--- config.mk ---
export PLATFORM = sky130hd
export DESIGN_NAME = atsm_tx_mapper
export DESIGN_NICKNAME = d
export VERILOG_FILES = /design/src/atsm_pkg.sv /design/src/atsm_tx_mapper.sv /design/src/atsm_chan_slot.sv
export SDC_FILE = /design/constraint.sdc
export NUM_CORES = 1
export LEC_CHECK = 0
export ABC_AREA = 1
export BUFFER_PORTS_ARGS = -buffer_cell sky130_fd_sc_hd__buf_4
export CAP_MARGIN = 15
export CELL_PAD_IN_SITES_DETAIL_PLACEMENT = 1
export CELL_PAD_IN_SITES_GLOBAL_PLACEMENT = 2
export CORE_MARGIN = 10
export CORE_UTILIZATION = 32
export DETAILED_ROUTE_END_ITERATION = 16
export HOLD_SLACK_MARGIN = 0.1
export PLACE_DENSITY_LB_ADDON = 0.1
export RECOVER_POWER = 25
export SLEW_MARGIN = 20
export SYNTH_ARGS = -nofsm -noshare
export SYNTH_HDL_FRONTEND = slang
export SYNTH_SLANG_ARGS = --single-unit
--- constraint.sdc ---
create_clock -name mclk -period 3.95 [get_ports mclk]
set_input_delay 0.79 -clock mclk [delete_from_list [all_inputs] [get_ports mclk]]
set_output_delay 0.79 -clock mclk [all_outputs]
set_load 0.01 [all_outputs]
--- src/atsm_pkg.sv ---
// Constants shared by the transmit slot mapper for output channels one to three.
// Assumes an 8-bit register port and a serial port clocked by the far party.
package atsm_pkg;

    // ------------------------------------------------------------------
    // Register offsets
    // ------------------------------------------------------------------
    localparam logic [7:0] SLOT_ZERO_MSB_DELAY_ADDR = 8'h1c;
    localparam logic [7:0] OUT_PIN_SEL_ADDR         = 8'h1d;
    localparam logic [7:0] OUT_CH_ONE_CONFIG_ADDR   = 8'h1e;
    localparam logic [7:0] OUT_CH_TWO_CONFIG_ADDR   = 8'h1f;
    localparam logic [7:0] OUT_CH_THREE_CONFIG_ADDR = 8'h20;

    // ------------------------------------------------------------------
    // Reset values
    // ------------------------------------------------------------------
    localparam logic [7:0] SLOT_ZERO_MSB_DELAY_RST  = 8'h00;
    localparam logic [7:0] OUT_PIN_SEL_RST          = 8'h00;
    localparam logic [7:0] OUT_CH_ONE_CONFIG_RST    = 8'h20;
    localparam logic [7:0] OUT_CH_TWO_CONFIG_RST    = 8'h21;
    localparam logic [7:0] OUT_CH_THREE_CONFIG_RST  = 8'h02;

    // ------------------------------------------------------------------
    // Field layout and writable masks
    // ------------------------------------------------------------------
    localparam int         SLOT_LSB      = 0;
    localparam int         SLOT_W        = 5;
    localparam int         SRC_LSB       = 5;
    localparam int         DELAY_W       = 5;
    localparam logic [7:0] CH12_MASK     = 8'h3f;
    localparam logic [7:0] CH3_MASK      = 8'h7f;
    localparam logic [7:0] DELAY_MASK    = 8'h1f;
    localparam logic [7:0] PIN_SEL_MASK  = 8'h07;

    // Channel three source codes
    localparam logic [1:0] CH3_SRC_TRI   = 2'h0;
    localparam logic [1:0] CH3_SRC_MIC   = 2'h1;
    localparam logic [1:0] CH3_SRC_VBAT  = 2'h2;

    // ------------------------------------------------------------------
    // Framing and timing
    // ------------------------------------------------------------------
    typedef enum logic [1:0] {
        FMT_TDM = 2'b00,
        FMT_I2S = 2'b01,
        FMT_LJ  = 2'b10
    } atsm_fmt_t;

    typedef enum logic [1:0] {
        ST_IDLE  = 2'b00,
        ST_DELAY = 2'b01,
        ST_RUN   = 2'b10,
        ST_DONE  = 2'b11
    } atsm_state_t;

    localparam logic [4:0] TDM_LAST_SLOT  = 5'h1f;
    localparam logic [4:0] HALF_LAST_SLOT = 5'h0f;
    localparam logic [5:0] I2S_EXTRA_BITS = 6'h01;
    localparam int         SAMPLE_W       = 32;

    // Last bit index of a slot for word length 16, 20, 24 or 32
    function automatic logic [4:0] word_last(input logic [1:0] sel);
        logic [4:0] r;
        r = 5'h1f;
        case (sel)
            2'h0: r = 5'h0f;
            2'h1: r = 5'h13;
            2'h2: r = 5'h17;
            default: r = 5'h1f;
        endcase
        return r;
    endfunction

    // First channel in the hit set wins the pin
    function automatic logic pick_bit(input logic [2:0] hits, input logic [2:0] bits);
        logic r;
        r = 1'b0;
        if (hits[0]) r = bits[0];
        else if (hits[1]) r = bits[1];
        else r = bits[2];
        return r;
    endfunction

endpackage

--- src/atsm_tx_mapper.sv ---
// Transmit slot mapper for output channels one to three of the primary serial audio port.
// Assumes bit clock and frame sync arrive from pins and are far slower than mclk.
// Operation
// RQ1 - Channel one: off tri-states, on sends converter data
// RQ2 - Channel two: off tri-states, on sends converter data
// RQ3 - Channel three source: tri, mic, battery, reserved
// RQ4 - TDM: slot equals five-bit field, 0 to 31
// RQ5 - I2S/LJ: 0-15 left, 16-31 right slots
// RQ6 - Reset slots are 0, 1 and 2
// RQ7 - Reserved config bits read zero, write zero
// RQ8 - Pin-select bit picks primary or secondary pin
// RQ9 - Slot zero MSB delayed 0 to 31 bit clocks
`timescale 1ns/10ps
`default_nettype none

module atsm_tx_mapper #(
    parameter int SAMPLE_W = atsm_pkg::SAMPLE_W
) (
    input  wire logic                mclk,
    input  wire logic                reset,
    input  wire logic [7:0]          reg_addr,
    input  wire logic                reg_wr,
    input  wire logic                reg_rd,
    input  wire logic [7:0]          reg_wdata,
    output logic      [7:0]          reg_rdata,
    input  wire logic [1:0]          fmt,
    input  wire logic [1:0]          word_len_sel,
    input  wire logic                bclk_pin,
    input  wire logic                fsync_pin,
    input  wire logic [SAMPLE_W-1:0] ch1_sample,
    input  wire logic [SAMPLE_W-1:0] ch2_sample,
    input  wire logic [SAMPLE_W-1:0] ch3_mic_sample,
    input  wire logic [SAMPLE_W-1:0] ch3_vbat_sample,
    output logic                     dout_o,
    output logic                     dout_oe_n,
    output logic                     secondary_serial_out_pin_o,
    output logic                     secondary_serial_out_pin_oe_n
);

    if (SAMPLE_W != 32) begin : g_bad_width
        $error("atsm_tx_mapper: SAMPLE_W must be 32");
    end

    // ------------------------------------------------------------------
    // Register file
    // ------------------------------------------------------------------
    logic [7:0] delay_reg;
    logic [7:0] pin_sel_reg;
    logic [7:0] ch1_cfg_reg;
    logic [7:0] ch2_cfg_reg;
    logic [7:0] ch3_cfg_reg;
    logic [7:0] rdata_next;
    logic [7:0] reg_rdata_reg;

    // Reserved bits are masked on write so they always read back as zero
    always_ff @(posedge mclk) begin
        if (reset) begin
            delay_reg   <= atsm_pkg::SLOT_ZERO_MSB_DELAY_RST;
            pin_sel_reg <= atsm_pkg::OUT_PIN_SEL_RST;
            ch1_cfg_reg <= atsm_pkg::OUT_CH_ONE_CONFIG_RST;   // [RQ1] [RQ6]
            ch2_cfg_reg <= atsm_pkg::OUT_CH_TWO_CONFIG_RST;   // [RQ2] [RQ6]
            ch3_cfg_reg <= atsm_pkg::OUT_CH_THREE_CONFIG_RST; // [RQ3] [RQ6]
        end else if (reg_wr) begin
            if (reg_addr == atsm_pkg::SLOT_ZERO_MSB_DELAY_ADDR)
                delay_reg <= reg_wdata & atsm_pkg::DELAY_MASK;
            else if (reg_addr == atsm_pkg::OUT_PIN_SEL_ADDR)
                pin_sel_reg <= reg_wdata & atsm_pkg::PIN_SEL_MASK;
            else if (reg_addr == atsm_pkg::OUT_CH_ONE_CONFIG_ADDR)
                ch1_cfg_reg <= reg_wdata & atsm_pkg::CH12_MASK;  // [RQ7]
            else if (reg_addr == atsm_pkg::OUT_CH_TWO_CONFIG_ADDR)
                ch2_cfg_reg <= reg_wdata & atsm_pkg::CH12_MASK;  // [RQ7]
            else if (reg_addr == atsm_pkg::OUT_CH_THREE_CONFIG_ADDR)
                ch3_cfg_reg <= reg_wdata & atsm_pkg::CH3_MASK;   // [RQ7]
        end
    end

    always_comb begin
        if (reg_addr == atsm_pkg::SLOT_ZERO_MSB_DELAY_ADDR) rdata_next = delay_reg;
        else if (reg_addr == atsm_pkg::OUT_PIN_SEL_ADDR) rdata_next = pin_sel_reg;
        else if (reg_addr == atsm_pkg::OUT_CH_ONE_CONFIG_ADDR) rdata_next = ch1_cfg_reg;
        else if (reg_addr == atsm_pkg::OUT_CH_TWO_CONFIG_ADDR) rdata_next = ch2_cfg_reg;
        else if (reg_addr == atsm_pkg::OUT_CH_THREE_CONFIG_ADDR) rdata_next = ch3_cfg_reg;
        else rdata_next = 8'h00;
    end

    always_ff @(posedge mclk) begin
        if (reset) reg_rdata_reg <= 8'h00;
        else if (reg_rd) reg_rdata_reg <= rdata_next;
    end

    assign reg_rdata = reg_rdata_reg;

    // ------------------------------------------------------------------
    // Pin synchronisers and edge detection
    // ------------------------------------------------------------------
    logic bclk_s1_reg;
    logic bclk_s2_reg;
    logic bclk_s3_reg;
    logic fsync_s1_reg;
    logic fsync_s2_reg;
    logic fsync_prev_reg;

    always_ff @(posedge mclk) begin
        if (reset) begin
            bclk_s1_reg  <= 1'b0;
            bclk_s2_reg  <= 1'b0;
            bclk_s3_reg  <= 1'b0;
            fsync_s1_reg <= 1'b0;
            fsync_s2_reg <= 1'b0;
        end else begin
            bclk_s1_reg  <= bclk_pin;
            bclk_s2_reg  <= bclk_s1_reg;
            bclk_s3_reg  <= bclk_s2_reg;
            fsync_s1_reg <= fsync_pin;
            fsync_s2_reg <= fsync_s1_reg;
        end
    end

    wire bclk_rise = bclk_s2_reg & ~bclk_s3_reg;
    wire bclk_fall = ~bclk_s2_reg & bclk_s3_reg;

    // Frame sync is taken on bit-clock rising edges only, as the host drives it
    always_ff @(posedge mclk) begin
        if (reset) fsync_prev_reg <= 1'b0;
        else if (bclk_rise) fsync_prev_reg <= fsync_s2_reg;
    end

    // ------------------------------------------------------------------
    // Framing decode
    // ------------------------------------------------------------------
    wire        is_tdm     = (fmt == atsm_pkg::FMT_TDM);
    wire        is_i2s     = (fmt == atsm_pkg::FMT_I2S);
    wire        fs_rise    = fsync_s2_reg & ~fsync_prev_reg;
    wire        fs_change  = fsync_s2_reg ^ fsync_prev_reg;
    wire        frame_start = is_tdm ? fs_rise : fs_change;
    wire        right_next = is_i2s ? fsync_s2_reg : ~fsync_s2_reg;
    wire [5:0]  delay_ext  = {1'b0, delay_reg[atsm_pkg::DELAY_W-1:0]};
    // I2S places the MSB one bit clock after the sync edge
    wire [5:0]  delay_eff  = is_i2s ? 6'(delay_ext + atsm_pkg::I2S_EXTRA_BITS) : delay_ext;
    wire [4:0]  last_bit   = atsm_pkg::word_last(word_len_sel);
    wire [4:0]  last_slot  = is_tdm ? atsm_pkg::TDM_LAST_SLOT : atsm_pkg::HALF_LAST_SLOT;
    wire        start_now  = bclk_rise & frame_start;
    // Samples are latched once per frame so left and right come from one set
    wire        capture    = start_now & (is_tdm | ~right_next);

    // ------------------------------------------------------------------
    // Slot walker
    // ------------------------------------------------------------------
    atsm_pkg::atsm_state_t st_reg;
    atsm_pkg::atsm_state_t st_next;
    logic [5:0] dly_reg;
    logic [5:0] dly_next;
    logic [4:0] slot_reg;
    logic [4:0] slot_next;
    logic [4:0] bit_reg;
    logic [4:0] bit_next;
    logic       right_reg;

    always_comb begin
        st_next   = st_reg;
        dly_next  = dly_reg;
        slot_next = slot_reg;
        bit_next  = bit_reg;
        if (frame_start) begin
            slot_next = 5'h00;
            bit_next  = 5'h00;
            dly_next  = delay_eff;
            st_next   = (delay_eff == 6'h00) ? atsm_pkg::ST_RUN : atsm_pkg::ST_DELAY; // [RQ9]
        end else begin
            case (st_reg)
                atsm_pkg::ST_DELAY: begin
                    dly_next = 6'(dly_reg - 6'h01);               // [RQ9]
                    if (dly_reg == 6'h01) st_next = atsm_pkg::ST_RUN;
                end
                atsm_pkg::ST_RUN: begin
                    if (bit_reg == last_bit) begin
                        bit_next = 5'h00;
                        if (slot_reg == last_slot) st_next = atsm_pkg::ST_DONE;
                        else slot_next = 5'(slot_reg + 5'h01);
                    end else begin
                        bit_next = 5'(bit_reg + 5'h01);
                    end
                end
                default: st_next = st_reg;
            endcase
        end
    end

    always_ff @(posedge mclk) begin
        if (reset) begin
            st_reg    <= atsm_pkg::ST_IDLE;
            dly_reg   <= 6'h00;
            slot_reg  <= 5'h00;
            bit_reg   <= 5'h00;
            right_reg <= 1'b0;
        end else if (bclk_rise) begin
            st_reg    <= st_next;
            dly_reg   <= dly_next;
            slot_reg  <= slot_next;
            bit_reg   <= bit_next;
            if (frame_start) right_reg <= right_next;
        end
    end

    // Half-frame formats fold the field's top bit into the left/right choice
    wire [4:0] cur_slot   = is_tdm ? slot_reg : {right_reg, slot_reg[3:0]}; // [RQ4] [RQ5]
    wire       slot_valid = (st_reg == atsm_pkg::ST_RUN);

    // ------------------------------------------------------------------
    // Channels
    // ------------------------------------------------------------------
    wire [1:0] ch3_src = ch3_cfg_reg[atsm_pkg::SRC_LSB +: 2];
    wire [2:0] ch_en;
    wire [4:0] ch_slot [3];
    wire [SAMPLE_W-1:0] ch_sample [3];
    wire [2:0] ch_hit;
    wire [2:0] ch_bit;

    assign ch_en[0] = ch1_cfg_reg[atsm_pkg::SRC_LSB];                 // [RQ1]
    assign ch_en[1] = ch2_cfg_reg[atsm_pkg::SRC_LSB];                 // [RQ2]
    // Reserved source code is treated as tri-state
    assign ch_en[2] = (ch3_src == atsm_pkg::CH3_SRC_MIC) |
                      (ch3_src == atsm_pkg::CH3_SRC_VBAT);            // [RQ3]
    assign ch_slot[0] = ch1_cfg_reg[atsm_pkg::SLOT_LSB +: atsm_pkg::SLOT_W];
    assign ch_slot[1] = ch2_cfg_reg[atsm_pkg::SLOT_LSB +: atsm_pkg::SLOT_W];
    assign ch_slot[2] = ch3_cfg_reg[atsm_pkg::SLOT_LSB +: atsm_pkg::SLOT_W];
    assign ch_sample[0] = ch1_sample;
    assign ch_sample[1] = ch2_sample;
    assign ch_sample[2] = (ch3_src == atsm_pkg::CH3_SRC_VBAT) ? ch3_vbat_sample
                                                              : ch3_mic_sample; // [RQ3]

    for (genvar i = 0; i < 3; i++) begin : g_chan
        atsm_chan_slot #(
            .DW         (SAMPLE_W)
        ) u_chan (
            .mclk       (mclk),
            .reset      (reset),
            .capture    (capture),
            .sample_in  (ch_sample[i]),
            .enable     (ch_en[i]),
            .slot_index (ch_slot[i]),
            .cur_slot   (cur_slot),
            .slot_valid (slot_valid),
            .bit_idx    (bit_reg),
            .hit        (ch_hit[i]),
            .bit_out    (ch_bit[i])
        );
    end

    // ------------------------------------------------------------------
    // Pin routing and output stage
    // ------------------------------------------------------------------
    wire [2:0] pin_sel  = pin_sel_reg[2:0];
    wire [2:0] pri_hits = ch_hit & ~pin_sel;                          // [RQ8]
    wire [2:0] sec_hits = ch_hit & pin_sel;                           // [RQ8]
    wire       pri_bit  = atsm_pkg::pick_bit(pri_hits, ch_bit);
    wire       sec_bit  = atsm_pkg::pick_bit(sec_hits, ch_bit);

    logic dout_reg;
    logic dout_oe_n_reg;
    logic sec_reg;
    logic sec_oe_n_reg;

    // Launch on falling bit clock so the host samples a settled bit on the rise
    always_ff @(posedge mclk) begin
        if (reset) begin
            dout_reg      <= 1'b0;
            dout_oe_n_reg <= 1'b1;
            sec_reg       <= 1'b0;
            sec_oe_n_reg  <= 1'b1;
        end else if (bclk_fall) begin
            dout_reg      <= pri_bit;
            dout_oe_n_reg <= ~(|pri_hits);                            // [RQ1] [RQ2] [RQ3]
            sec_reg       <= sec_bit;
            sec_oe_n_reg  <= ~(|sec_hits);                            // [RQ8]
        end
    end

    assign dout_o                        = dout_reg;
    assign dout_oe_n                     = dout_oe_n_reg;
    assign secondary_serial_out_pin_o    = sec_reg;
    assign secondary_serial_out_pin_oe_n = sec_oe_n_reg;

endmodule

`default_nettype wire

--- src/atsm_chan_slot.sv ---
// One output channel: holds its frame sample and says when its slot is on air.
// Assumes capture, cur_slot and bit_idx come from the mclk-domain slot walker.
`timescale 1ns/10ps
`default_nettype none

module atsm_chan_slot #(
    parameter int DW = 32
) (
    input  wire logic          mclk,
    input  wire logic          reset,
    input  wire logic          capture,
    input  wire logic [DW-1:0] sample_in,
    input  wire logic          enable,
    input  wire logic [4:0]    slot_index,
    input  wire logic [4:0]    cur_slot,
    input  wire logic          slot_valid,
    input  wire logic [4:0]    bit_idx,
    output logic               hit,
    output logic               bit_out
);

    // Bit index is five bits wide, so only a 32-bit word fits
    if (DW != 32) begin : g_bad_width
        $error("atsm_chan_slot: DW must be 32");
    end

    logic [DW-1:0] sample_reg;
    wire  [4:0]    msb_first_idx = 5'h1f - bit_idx;

    always_ff @(posedge mclk) begin
        if (reset) sample_reg <= '0;
        else if (capture) sample_reg <= sample_in;
    end

    // Disabled channel never claims the pin, so it stays high impedance
    assign hit     = enable & slot_valid & (slot_index == cur_slot);
    assign bit_out = sample_reg[msb_first_idx];

endmodule

`default_nettype wire

# Yosys cells after proc, flatten, opt, wreduce, memory -nomap -nowiden
# Cells that the tools add are included.
# Widths: inputs -> output; s select.
dict set report totals {
  ff_bits 160
  latch_bits 0
  mem_bits_rw 0
  mem_bits_ro 0
  in_bits 154
  out_inout_bits 12
  memories 0
}
dict set report classes {
  add_sub_neg 5
  n_mul 0
  div 0
  n_lt_le_gt_ge 1
  n_eq_ne 22
  shifts 0
  mux 37
  n_bitwise 28
  n_reduce_logical 19
}
# op n
set ops {}
lappend ops {{$mux 5} 9}
lappend ops {{$mux 7} 5}
lappend ops {{$eq 8x5->1 const B} 4}
lappend ops {{$mux 32} 1}
lappend ops {{$eq 5x5->1} 5}
lappend ops {{$mux 6} 3}
lappend ops {{$bmux 1 s5} 3}
lappend ops {{$pmux 5 s3} 1}
lappend ops {{$and 1x1->1} 11}
lappend ops {{$not 1->1} 11}
lappend ops {{$add 5x1->5 const B} 2}
lappend ops {{$mux 2} 5}
lappend ops {{$reduce_and 5->1} 2}
lappend ops {{$mux 1} 9}
lappend ops {{$ne 3x3->1 const B} 3}
lappend ops {{$eq 2x1->1 const B} 4}
lappend ops {{$eq 8x6->1 const B} 1}
lappend ops {{$reduce_and 2->1} 4}
lappend ops {{$reduce_and 4->1} 2}
lappend ops {{$add 5x1->6 const B} 1}
lappend ops {{$and 3x3->3} 2}
lappend ops {{$eq 2x2->1 const B} 3}
lappend ops {{$eq 6x1->1 const B} 1}
lappend ops {{$logic_not 6->1} 1}
lappend ops {{other kinds (14)} 19}

# Logic depth before layout (Yosys ltp)
# Gate-level depths: netlist of the first run.
dict set report logic_depth {
  word_depth 7
  depth_mapped 14
  ltp_nobuf 12
}

# Hierarchy
# Synthesis of the first run repeated with hierarchy kept, for this count alone.
dict set report unflattened {
  cells_unflattened 1201
  area_unflattened_um2 8177.8
}
# module instances cells_per_inst area_per_inst_um2 seq_area_each_um2
set by_module_without_submodules {}
lappend by_module_without_submodules {atsm_chan_slot 3 226 1506.4 640.6}
lappend by_module_without_submodules {atsm_tx_mapper 1 523 3658.5 1261.2}

# Worst setup path after synthesis of the first run
# Ideal clock, no wire load.
dict set report synth_path {
  path_type {input-to-reg}
  startpoint {input reg_addr[7]}
  endpoint {register ch1_cfg_reg[5]}
  t_arrival_ns 1.869
  required_ns 3.816
  path_slack_ns 1.947
  stages 10
  n_path_buf 0
  path_cell_list {nor2_1 -> nand2_1 -> nor2_4 -> nand2_1 -> nor2_2 -> inv_2 -> nor2_4 -> inv_1 -> nand2_1 -> o211ai_1}
}
dict set report synth_via {
  elab_chain_cells 3
}
# element line_no
set synth_rtl {}
lappend synth_rtl {{start: declaration} atsm_tx_mapper.sv:21} ;# input wire logic [7:0] reg_addr,
lappend synth_rtl {{$eq 8x5->1 (on tied branches)} {atsm_tx_mapper.sv:66, atsm_tx_mapper.sv:64}}
lappend synth_rtl {{$not 1->1 (no line)} -}
lappend synth_rtl {{$reduce_and 4->1 (no line) *} -}
lappend synth_rtl {{end signal: assignment} atsm_tx_mapper.sv:60} ;# ch1_cfg_reg <= atsm_pkg::OUT_CH_ONE_CONFIG_RST;
lappend synth_rtl {{end signal: assignment} atsm_tx_mapper.sv:69} ;# ch1_cfg_reg <= reg_wdata & atsm_pkg::CH12_MASK;
lappend synth_rtl {{end: declaration} atsm_tx_mapper.sv:49} ;# logic [7:0] ch1_cfg_reg;
# Every way passes the cells marked *; elsewhere a longest branch is shown, timed or not.
# A chain may end at the register's enable or synchronous reset.

# Final worst setup path of the first run
dict set report layout_path {
  startpoint {input fmt[1]}
  endpoint {register g_chan[2].u_chan.sample_reg[30]}
}
dict set report layout_via {
  elab_chain_cells 5
}
# element line_no
set layout_rtl {}
lappend layout_rtl {{start: declaration} atsm_tx_mapper.sv:26} ;# input wire logic [1:0] fmt,
lappend layout_rtl {{$eq 2x1->1} atsm_tx_mapper.sv:132} ;# wire is_i2s = (fmt == atsm_pkg::FMT_I2S);
lappend layout_rtl {{$mux 1} atsm_tx_mapper.sv:136} ;# wire right_next = is_i2s ? fsync_s2_reg : ~fsync_s2_reg;
lappend layout_rtl {{$not 1->1} atsm_tx_mapper.sv:144} ;# wire capture = start_now & (is_tdm | ~right_next);
lappend layout_rtl {{$or 1x1->1} atsm_tx_mapper.sv:144}
lappend layout_rtl {{$and 1x1->1 *} atsm_tx_mapper.sv:144}
lappend layout_rtl {{end signal: assignment} atsm_chan_slot.sv:32} ;# else if (capture) sample_reg <= sample_in;
lappend layout_rtl {{end: declaration} atsm_chan_slot.sv:27} ;# logic [DW-1:0] sample_reg;
# Marks and branches as above.

==> qor.yml, run 1 <==
worst_setup_path:
  worstReg2RegEnd: "g_chan[2].u_chan.sample_reg[30]"
  crit_start: "fmt[1]"
  timing.reg2reg.setup_slack_ns: 1.11
  timing.critical_path.to_type: "register"
  timing.reg2reg.worst_path_depth: 10
  timing.setup.critical_path_class: "input pin to register"
  worstPathMaxFanout: 71
  critPathLaunchType: "input pin"
  worst_ep_required_time_ns: 4.31
  arrival_ns: 3.30
  cp-endpoint: "g_chan[2].u_chan.sample_reg[30]"
  r2r_start: "fsync_s2_reg"
timing:
  fin_skew_ns: 0.0136
  fin_setup_tns_ns: 0
  fin_crit_sh_pct: 74.5
  finalHoldViolations: 0
  max_freq_ghz: 0.340
  tightest_slew_ns: 1.36
  slew_headroom_pct: 9.09
  unrepaired_setup_endpoints_after_global_routing: "false"
  finalMaxSlewViolations: 0
  layout_setup_ws_ns: 1.01
  final.min_clock_period_ns: 2.94
  setup_violating_endpoint_count_in_the_final_report: 0
  hold-worst-slack_ns: 0.410
synthesis:
  synth_seq_cells: 159
  synth_top_family_by_area: "simple AND/OR/NAND/NOR gates"
  syn_avg_cell_area_sq_um: 6.71
  synth-edff-count: 0
  synth_compound_gate_area_share_pct: 18.1
  syn-instance-count: 1196
  synthSimpleGateAreaFrac_pct: 28.4
  ys_types: 38
  syn-num-nets: 1359
  synthesis.area_sq_um: 8020
  number_of_warnings_printed_during_yosys_synthesis: 0
  post_synth_xor_area_fraction_pct: 2.40
  synth_seq_area_share_pct: 39.7
  synth_adder_area_share_pct: 1.40
  synth_flop_cell: "dfxtp_1"
  synth_mux_area_share_pct: 0
  synth_async_sr_flop_share_pct: 0
route:
  routed_wirelength_mm: 26.5
  drtPass1Iterations: 4
  num_vias: 7924
  starting_drt_drc_count: 322
  antenna_left: 0
  wl_per_cell_um: 16.1
  drc_errors: 0
  avgViaCountPerCell: 4.81
global_route:
  grt_pass1_wl_mm: 42.5
  antenna_found_initial: 0
  globalRouteTotalUtil_pct: 16.6
  pin_count_of_the_biggest_net_entering_global_routing: 84
  globalRoute.totalOverflow: 0
  first_global_vias: 8030
cts:
  cts_tree: "built"
  cts.repair.resized: 0
  clockBufferDepth: 2
  cts.sinks: 159
  clkSlewWorstSetupHoldPaths_ns: 0.07
  cts-root-buf: "clkbuf_16"
  ctsHoldBuffers: 0
  clk-insertion-delay-late_ns: 0.43
  cts_setup_buffers: 0
  clock_tree.htree_level_count: 4
  cts-buffers-inserted: 17
placement:
  port_buffers: 163
  final_hpwl_from_detailed_placement_mm: 18.5
  dp_worst_setup_slack_ns: 1.10
  routabilityCongestion: 0.801
floorplan:
  rows: 57
  fp.coreArea_sq_um: 24500
  floorplan.io_pins: 166
  fp.dieW_um: 178
  initial_utilization_pct: 32.8
  area_of_the_die_sq_um: 31800
  die_height_um: 178
cells_and_area:
  design.final.nets: 1474
  syn2layout_area_growth_pct: 23.6
  antennaDiodeCount: 0
  layout-drive-gt1-share_pct: 15.6
  final_core_utilization_pct: 40.5
  multi_input_area_sq_um: 4030
  largest_reg_flops: 96
  ff_latch_area_sq_um: 3180
  fillers: 3155
power_and_ir_drop:
  p_leak_nw: 4.22
  irDropWorstVdd_mv: 0.209
  power_density_nw_per_um2: 376
run_status:
  status: "completed"
worst_hold_path:
  hold_path_class: "register to register"
job:
  maxCapViolCount: 0
==> cell families (layout without fill, tap and decap cells) <==
group,count (synthesis),count (layout)
xor gates and xnor gates,22,22
adders and majority gates,9,9
buffers and inverters,187,315
AOI/OAI and AO/OA,283,283
other,1,1
DFF,159,159
and+or+nand+nor,535,535
==> Yosys cell counts, types with 3 or more instances <==
| cell | n | share of area [%] |
|---|---|---|
| nor2_1 | 199 | 9.3 |
| nand2_1 | 189 | 8.8 |
| dfxtp_1 | 159 | 40 |
| o21ai_0 | 128 | 8.0 |
| a21oi_1 | 116 | 7.2 |
| inv_1 | 108 | 5.1 |
| nand3_1 | 105 | 6.6 |
| clkbuf_1 | 33 | 1.5 |
| o21ai_1 | 25 | 1.6 |
| buf_2 | 19 | 1.2 |
| xor2_1 | 15 | 1.6 |
| nor3_1 | 12 | 0.75 |
| buf_4 | 9 | 0.84 |
| ha_1 | 9 | 1.4 |
| nand4_1 | 7 | 0.55 |
| o211ai_1 | 7 | 0.66 |
| xnor2_1 | 7 | 0.76 |
| clkbuf_2 | 6 | 0.37 |
| inv_2 | 5 | 0.23 |
| buf_6 | 4 | 0.56 |
| nor2_4 | 4 | 0.56 |
| a211oi_1 | 3 | 0.28 |
| buf_1 | 3 | 0.14 |
==> metal layers <==
metal / routed length, um / part of all wire [%] / GRT usage, %
met4: 151 / 0.57 / 3.10
met2: 12100 / 46 / 27.0
met3: 1190 / 4.5 / 4.02
met5: 0 / 0 / 0
met1: 13000 / 49 / 22.1
==> critical path, cell delays in order <==
cell,delay (ns)
clkbuf_1,0.11
nor2_1,0.41
nand2_1,0.10
nand2_1,0.48
nand2_4,0.12
inv_2,0.10
nand2_2,0.07
inv_4,0.50
buf_4,0.32
o21ai_1,0.08
a21oi_1,0.16
==> where the power goes <==
part           total [mW]  switching [mW]  leakage, nW  internal [mW]
Sequential           1.64          0.0128         1.28           1.62
Clock                1.77           0.784        0.309          0.989
Combinational       0.311           0.160         2.63          0.150
==> cell usage in the layout, fill, tap and decap left out, drive strengths merged, types with 9 or more instances in the layout <==
master    n
nor3     14
nand2   191
xor2     15
dfxtp   159
clkbuf   32
nor2    205
o21ai   153
inv     123
buf     156
a21oi   116
ha        9
nand3   105
==> final cells by class <==
class | count | area share (%)
multi-input cells | 850 | 40.6
flip-flops and latches | 159 | 32.1
repair buffers | 170 | 12.5
clock buffers | 18 | 4.43
inverters | 113 | 4.32
well taps | 324 | 4.09
clock inverters | 14 | 1.87
==> worst min path at each step <==
stage	start	end	slack, ns	cells past startpoint
after detailed placement	bclk_s1_reg	bclk_s2_reg	0.40	2
after floorplan	bclk_s1_reg	bclk_s2_reg	0.39	2
after global placement	bclk_s1_reg	bclk_s2_reg	0.40	2
after global routing	bclk_s1_reg	bclk_s2_reg	0.44	2
final	bclk_s1_reg	bclk_s2_reg	0.41	2
after CTS	bclk_s1_reg	bclk_s2_reg	0.41	2
==> stage by stage <==
stage               instances  cell area (sq um)  total power [mW]
finish                   1648               9910              3.72
floorplan                1196               8020              1.82
global route             1648               9910              3.88
detailed placement       1616               9350              2.00
CTS                      1648               9980              3.78
global placement         1616               9350              1.99
No activity file was read; power rests on OpenSTA's default activity.
==> inputs of run 2 (changes only) <==
- CORE_UTILIZATION: 32 -> 27
- clock period: 3.95 -> 2.55 ns (I/O delays scaled with it)
==> run 2 against run 1 <==
  * The flow now finishes with violations (capacitance limit, slew limit)
  * Combinational power rose by 60%
  * Clock skew fell by 0.0027 ns
  * Hold slack got worse by 0.13 ns
  * Critical path type unchanged
  * Worst setup slack got worse by 0.67 ns
  * Sequential share of layout area fell by 0.78 points
  * Global-route usage fell by 1.7 points
  * Sequential cell count did not move
  * Clock power rose by 53%
==> qor.yml, run 2 (synthesized netlist as in run 1, its figures left out) <==
cts:
  cts-root-buf: "clkbuf_16"
  clock_tree.htree_level_count: 4
  cts.sinks: 159
  clkSlewWorstSetupHoldPaths_ns: 0.07
  cts.repair.resized: 0
  cts_setup_buffers: 0
  cts-buffers-inserted: 17
  ctsHoldBuffers: 0
  cts_tree: "built"
  clockBufferDepth: 2
  clk-insertion-delay-late_ns: 0.43
timing:
  fin_crit_sh_pct: 86.9
  finalMaxSlewViolations: 96
  finalHoldViolations: 0
  fin_skew_ns: 0.0109
  fin_setup_tns_ns: 0
  final.min_clock_period_ns: 2.22
  slew_headroom_pct: -10.0
  unrepaired_setup_endpoints_after_global_routing: "false"
  max_freq_ghz: 0.451
  setup_violating_endpoint_count_in_the_final_report: 0
  layout_setup_ws_ns: 0.334
  tightest_slew_ns: 1.65
worst_setup_path:
  worstPathMaxFanout: 95
  worst_ep_required_time_ns: 2.90
  arrival_ns: 2.57
  r2r_start: "fsync_s2_reg"
  worstReg2RegEnd: "g_chan[2].u_chan.sample_reg[4]"
  timing.setup.critical_path_class: "input pin to register"
  timing.critical_path.to_type: "register"
  timing.reg2reg.worst_path_depth: 10
  critPathLaunchType: "input pin"
  timing.reg2reg.setup_slack_ns: 0.36
cells_and_area:
  most_common_library_cell_in_the_layout_ignoring_fill_and_taps: "nor2_1"
  antennaDiodeCount: 0
  highest_count_cells_in_the_layout_ignoring_fill_and_taps: "199 x nor2_1, 188 x nand2_1, 161 x buf_4"
  fillers: 3746
  syn2layout_area_growth_pct: 26.6
  largest_reg_flops: 96
  layout-drive-gt1-share_pct: 16.6
  design.final.nets: 1486
  layout.cells.non_filler: 1725
  final_design_area_no_fill_sq_um: 10200
placement:
  dpl_cell_area_sq_um: 9600
  port_buffers: 163
  dp_worst_setup_slack_ns: 0.263
  routabilityCongestion: 0.796
  final_hpwl_from_detailed_placement_mm: 20.0
  numPlacedInstances: 1694
job:
  maxCapViolCount: 1
floorplan:
  area_of_the_die_sq_um: 37000
  initial_utilization_pct: 27.2
  die_height_um: 192
  fp.dieW_um: 192
  floorplan.io_pins: 166
  rows: 63
  fp.coreArea_sq_um: 29500
power_and_ir_drop:
  power_density_nw_per_um2: 565
  irDropWorstVdd_mv: 0.269
  p_leak_nw: 4.29
global_route:
  globalRoute.totalOverflow: 0
  first_global_vias: 8205
  grt_pass1_wl_mm: 44.6
  pin_count_of_the_biggest_net_entering_global_routing: 96
  antenna_found_initial: 0
  globalRouteTotalUtil_pct: 15.0
run_status:
  failed_checks: "capacitance limit, slew limit"
  status: "complete, but fails checks"
worst_hold_path:
  min_delay_path_depth: 3
  hold_path_class: "input pin to register"
  worst_hold_path.endpoint: "fsync_s1_reg"
  worst_hold_startpoint: "fsync_pin"
route:
  num_vias: 7947
  drtPass1Iterations: 4
  routed_wirelength_mm: 27.5
  avgViaCountPerCell: 4.61
  starting_drt_drc_count: 338
  wl_per_cell_um: 15.9
  antenna_left: 0
  drc_errors: 0
-- run 2: cell types whose count changed in the layout (fill, tap and decap cells not counted), sizes merged --
cell / delta
clkinvlp: +1
buf: +12
inv: -6
clkinv: +4
clkbuf: -1
bufinv: +1
-- run 2: critical path: stages --
cell and delay (ns):
clkbuf_1 0.12, clkinvlp_2 0.10, clkbuf_2 1.19, o21ai_0 0.43, nor2_1 0.17
-- run 2: worst max-delay path by stage --
stage            startpoint                         endpoint  depth (start not counted)
2_1_floorplan   reg_addr[7]                   ch1_cfg_reg[5]                         10
3_3_place_gp         fmt[0]  g_chan[2].u_chan.sample_reg[22]                         11
6_report              reset  g_chan[1].u_chan.sample_reg[14]                          5
4_1_cts        fsync_s2_reg   g_chan[2].u_chan.sample_reg[6]                         10
5_1_grt               reset  g_chan[1].u_chan.sample_reg[14]                          5
3_5_place_dp         fmt[0]  g_chan[2].u_chan.sample_reg[22]                         11
-- run 2: layout make-up --
class                   instances  area (sq um)  share of cell area (%)
repair buffers                182          1400                    13.8
inverters                     113           428                    4.21
well taps                     390           488                    4.80
clock inverters                14           183                    1.80
multi-input cells             850          4050                    39.8
clock buffers                  17           425                    4.19
flip-flops and latches        159          3180                    31.4
-- run 2: metal layers --
metal	track usage, %	wire length [um]
met1	20.8	14000
met2	23.2	12000
met3	3.32	1190
met4	3.34	246
met5	0	0
-- run 2: power breakdown --
part / internal (mW) / switching, mW / leakage [nW] / total (mW)
Sequential: 2.52 / 0.0203 / 1.28 / 2.54
Combinational: 0.243 / 0.256 / 2.71 / 0.499
Clock: 1.56 / 1.15 / 0.298 / 2.71
-- run 2: through the flow --
| step | power (mW) | utilization, % | hold WS [ns] |
|---|---|---|---|
| floorplan | 2.82 | - | 0.388 |
| global placement | 3.10 | 32.6 | 0.399 |
| detailed placement | 3.11 | 32.6 | 0.406 |
| CTS | 5.84 | 34.6 | 0.261 |
| global route | 6.00 | 34.4 | 0.271 |
| finish | 5.74 | 34.4 | 0.278 |
==> inputs of run 3 (changes only) <==
- ABC_AREA: 1 -> not set
- CORE_UTILIZATION: 27 -> 29
==> run 3 against run 2 <==
  * The flow now finishes without violations
  * Critical path depth grew 1
  * Count of clock-buffer cells in the layout increased by 1
  * Highest routed layer unchanged
  * Worst setup slack lost 0.15 ns
  * Hold slack better by 0.024 ns
  * Maximum frequency shrank 6.4%
  * Combinational power decreased by 8.8%
  * Critical endpoint is now dout_o
  * Synthesized area fell by 3.6%
  * Clock skew is essentially flat
  * Global-route usage fell by 0.65 points
  * Clock power is 1% lower
  * Non-clock buffer count rose by 12
==> qor.yml, run 3 <==
timing:
  layout_setup_ws_ns: 0.183
  slew_headroom_pct: 41.3
  max_freq_ghz: 0.422
  fin_setup_tns_ns: 0
  finalMaxSlewViolations: 0
  finalHoldViolations: 0
  tightest_slew_ns: 0.881
  setup_violating_endpoint_count_in_the_final_report: 0
  fin_crit_sh_pct: 92.8
  unrepaired_setup_endpoints_after_global_routing: "false"
  final.min_clock_period_ns: 2.37
  fin_skew_ns: 0.0106
worst_hold_path:
  min_delay_path_depth: 2
  worst_hold_path.endpoint: "bclk_s1_reg"
  hold_path_class: "input pin to register"
  worst_hold_startpoint: "bclk_pin"
synthesis:
  synth_top_area_cell: "dfxtp_1"
  synth_flop_cell: "dfxtp_1"
  synthesis.area_sq_um: 7730
  synth_async_sr_flop_share_pct: 0
  syn_avg_cell_area_sq_um: 8.85
  syn-instance-count: 874
  synth_seq_area_share_pct: 41.2
  ys_types: 57
  synthTopCellsByArea: "dfxtp_1 41%, nand2_1 7.5%, mux2i_1 7.4%"
  syn-num-nets: 1037
  number_of_warnings_printed_during_yosys_synthesis: 0
  synth_seq_cells: 159
  synth_top_area_share_pct: 41.2
  synth-edff-count: 0
  synthMostInstantiatedCell: "dfxtp_1"
  netlist_top_cells_count: "159 x dfxtp_1, 154 x nand2_1, 94 x a21oi_1"
worst_setup_path:
  timing.reg2reg.worst_path_depth: 6
  worst_ep_required_time_ns: 2.86
  timing.setup.critical_path_class: "register to register"
  worstPathMaxFanout: 16
  worstReg2RegEnd: "dout_o"
  timing.critical_path.to_type: "register"
  critPathLaunchType: "register"
  timing.reg2reg.setup_slack_ns: 0.18
  arrival_ns: 2.68
  r2r_start: "bit_reg[1]"
global_route:
  globalRoute.totalOverflow: 0
  grt_pass1_wl_mm: 38.6
  pin_count_of_the_biggest_net_entering_global_routing: 65
  first_global_vias: 7231
  antenna_found_initial: 0
  globalRouteTotalUtil_pct: 14.3
cts:
  cts_setup_buffers: 0
  cts-root-buf: "clkbuf_16"
  ctsHoldBuffers: 0
  cts-buffers-inserted: 17
  cts_tree: "built"
  cts.repair.resized: 0
  clock_tree.htree_level_count: 4
  clk-insertion-delay-late_ns: 0.43
  cts.sinks: 159
  clkSlewWorstSetupHoldPaths_ns: 0.06
  clockBufferDepth: 2
floorplan:
  initial_utilization_pct: 29.6
  floorplan.io_pins: 166
  fp.coreArea_sq_um: 26100
  die_height_um: 183
  rows: 59
  area_of_the_die_sq_um: 33600
  fp.dieW_um: 183
cells_and_area:
  highest_count_cells_in_the_layout_ignoring_fill_and_taps: "172 x buf_4, 158 x dfxtp_1, 154 x nand2_1"
  fillers: 3069
  syn2layout_area_growth_pct: 28.0
  most_common_library_cell_in_the_layout_ignoring_fill_and_taps: "buf_4"
  design.final.nets: 1177
  largest_reg_flops: 96
  antennaDiodeCount: 0
  layout-drive-gt1-share_pct: 23.5
  multi_input_area_sq_um: 4200
  layout.cells.non_filler: 1362
  ff_latch_area_sq_um: 3180
  final_design_area_no_fill_sq_um: 9900
  final_core_utilization_pct: 37.9
power_and_ir_drop:
  irDropWorstVdd_mv: 0.356
  p_leak_nw: 3.65
  switching_share_pct: 24.6
  p_clk_share_pct: 47.2
  cell_internal_pwr_mw: 4.27
  power_density_nw_per_um2: 572
  p_seq_share_pct: 44.8
  share_comb_of_total_power_pct: 8.0
  switching_power_mw: 1.39
job:
  maxCapViolCount: 0
placement:
  final_hpwl_from_detailed_placement_mm: 17.8
  dp_worst_setup_slack_ns: 0.151
  numPlacedInstances: 1330
  dpl_cell_area_sq_um: 9360
  routabilityCongestion: 0.727
  port_buffers: 163
route:
  antenna_left: 0
  drc_errors: 0
  avgViaCountPerCell: 4.86
  drtPass1Iterations: 4
  starting_drt_drc_count: 298
  routed_wirelength_mm: 23.8
  wl_per_cell_um: 17.5
  num_vias: 6622
run_status:
  status: "completed"
run 3: power by group through the flow:
| stage | Sequential, mW | Clock, mW | Combinational, mW |
|---|---|---|---|
| floorplan | 2.59 | 0 | 0.194 |
| global placement | 2.59 | 0 | 0.468 |
| detailed placement | 2.59 | 0 | 0.472 |
| CTS | 2.54 | 2.77 | 0.473 |
| global route | 2.54 | 2.87 | 0.508 |
| finish | 2.54 | 2.67 | 0.455 |
run 3: area by class of cell:
cell class / count / share of cell area [%]
clock buffers: 18 / 4.44
clock inverters: 14 / 1.73
inverters: 9 / 0.341
multi-input cells: 633 / 42.5
flip-flops and latches: 159 / 32.2
well taps: 335 / 4.24
repair buffers: 194 / 14.6
run 3: worst max-delay path by stage:
stage                     startpoint           to  slack (ns)  depth (start not counted)
after floorplan           bit_reg[1]       dout_o        0.35                          7
after global placement    bit_reg[1]       dout_o        0.18                          6
after detailed placement  bit_reg[1]       dout_o        0.15                          6
after CTS                 bit_reg[1]       dout_o        0.14                          6
after global routing      bit_reg[1]  slot_reg[1]        0.07                          9
final                     bit_reg[1]       dout_o        0.18                          6
run 3: per-layer routing:
| layer | wire length [um] | GRT usage (%) | up-vias | part of all wire, % |
|---|---|---|---|---|
| met3 | 1100 | 3.72 | 12 | 4.6 |
| met5 | 0 | 0 | - | 0 |
| li1 | - | - | 3363 | - |
| met1 | 10900 | 18.0 | 3152 | 46 |
| met4 | 206 | 3.44 | 0 | 0.87 |
| met2 | 11600 | 24.0 | 95 | 49 |
run 3: kinds of logic (layout without fill, tap and decap cells):
family	Yosys count	count (layout)	synth area share, %
other	1	1	0.0485
and+or+nand+nor	330	330	18.9
AOI/OAI and AO/OA	175	175	14.1
buffers and inverters	82	235	4.50
xor gates and xnor gates	28	28	3.17
muxes	90	90	16.7
DFF	159	159	41.2
adders and majority gates	9	9	1.46
run 3: critical path, cell delays in order, from the launching register on:
cell and delay [ns]:
dfxtp_2 0.34, buf_12 0.17, mux4_1 0.59, mux4_2 0.48, mux2i_1 0.29, mux2i_1 0.12
o221a_1 0.25
run 3: stage by stage:
stage	hold slack [ns]	total power [mW]
after floorplan	0.414	2.78
after global placement	0.419	3.06
after detailed placement	0.426	3.07
after CTS	0.293	5.78
after global routing	0.307	5.92
final	0.302	5.66
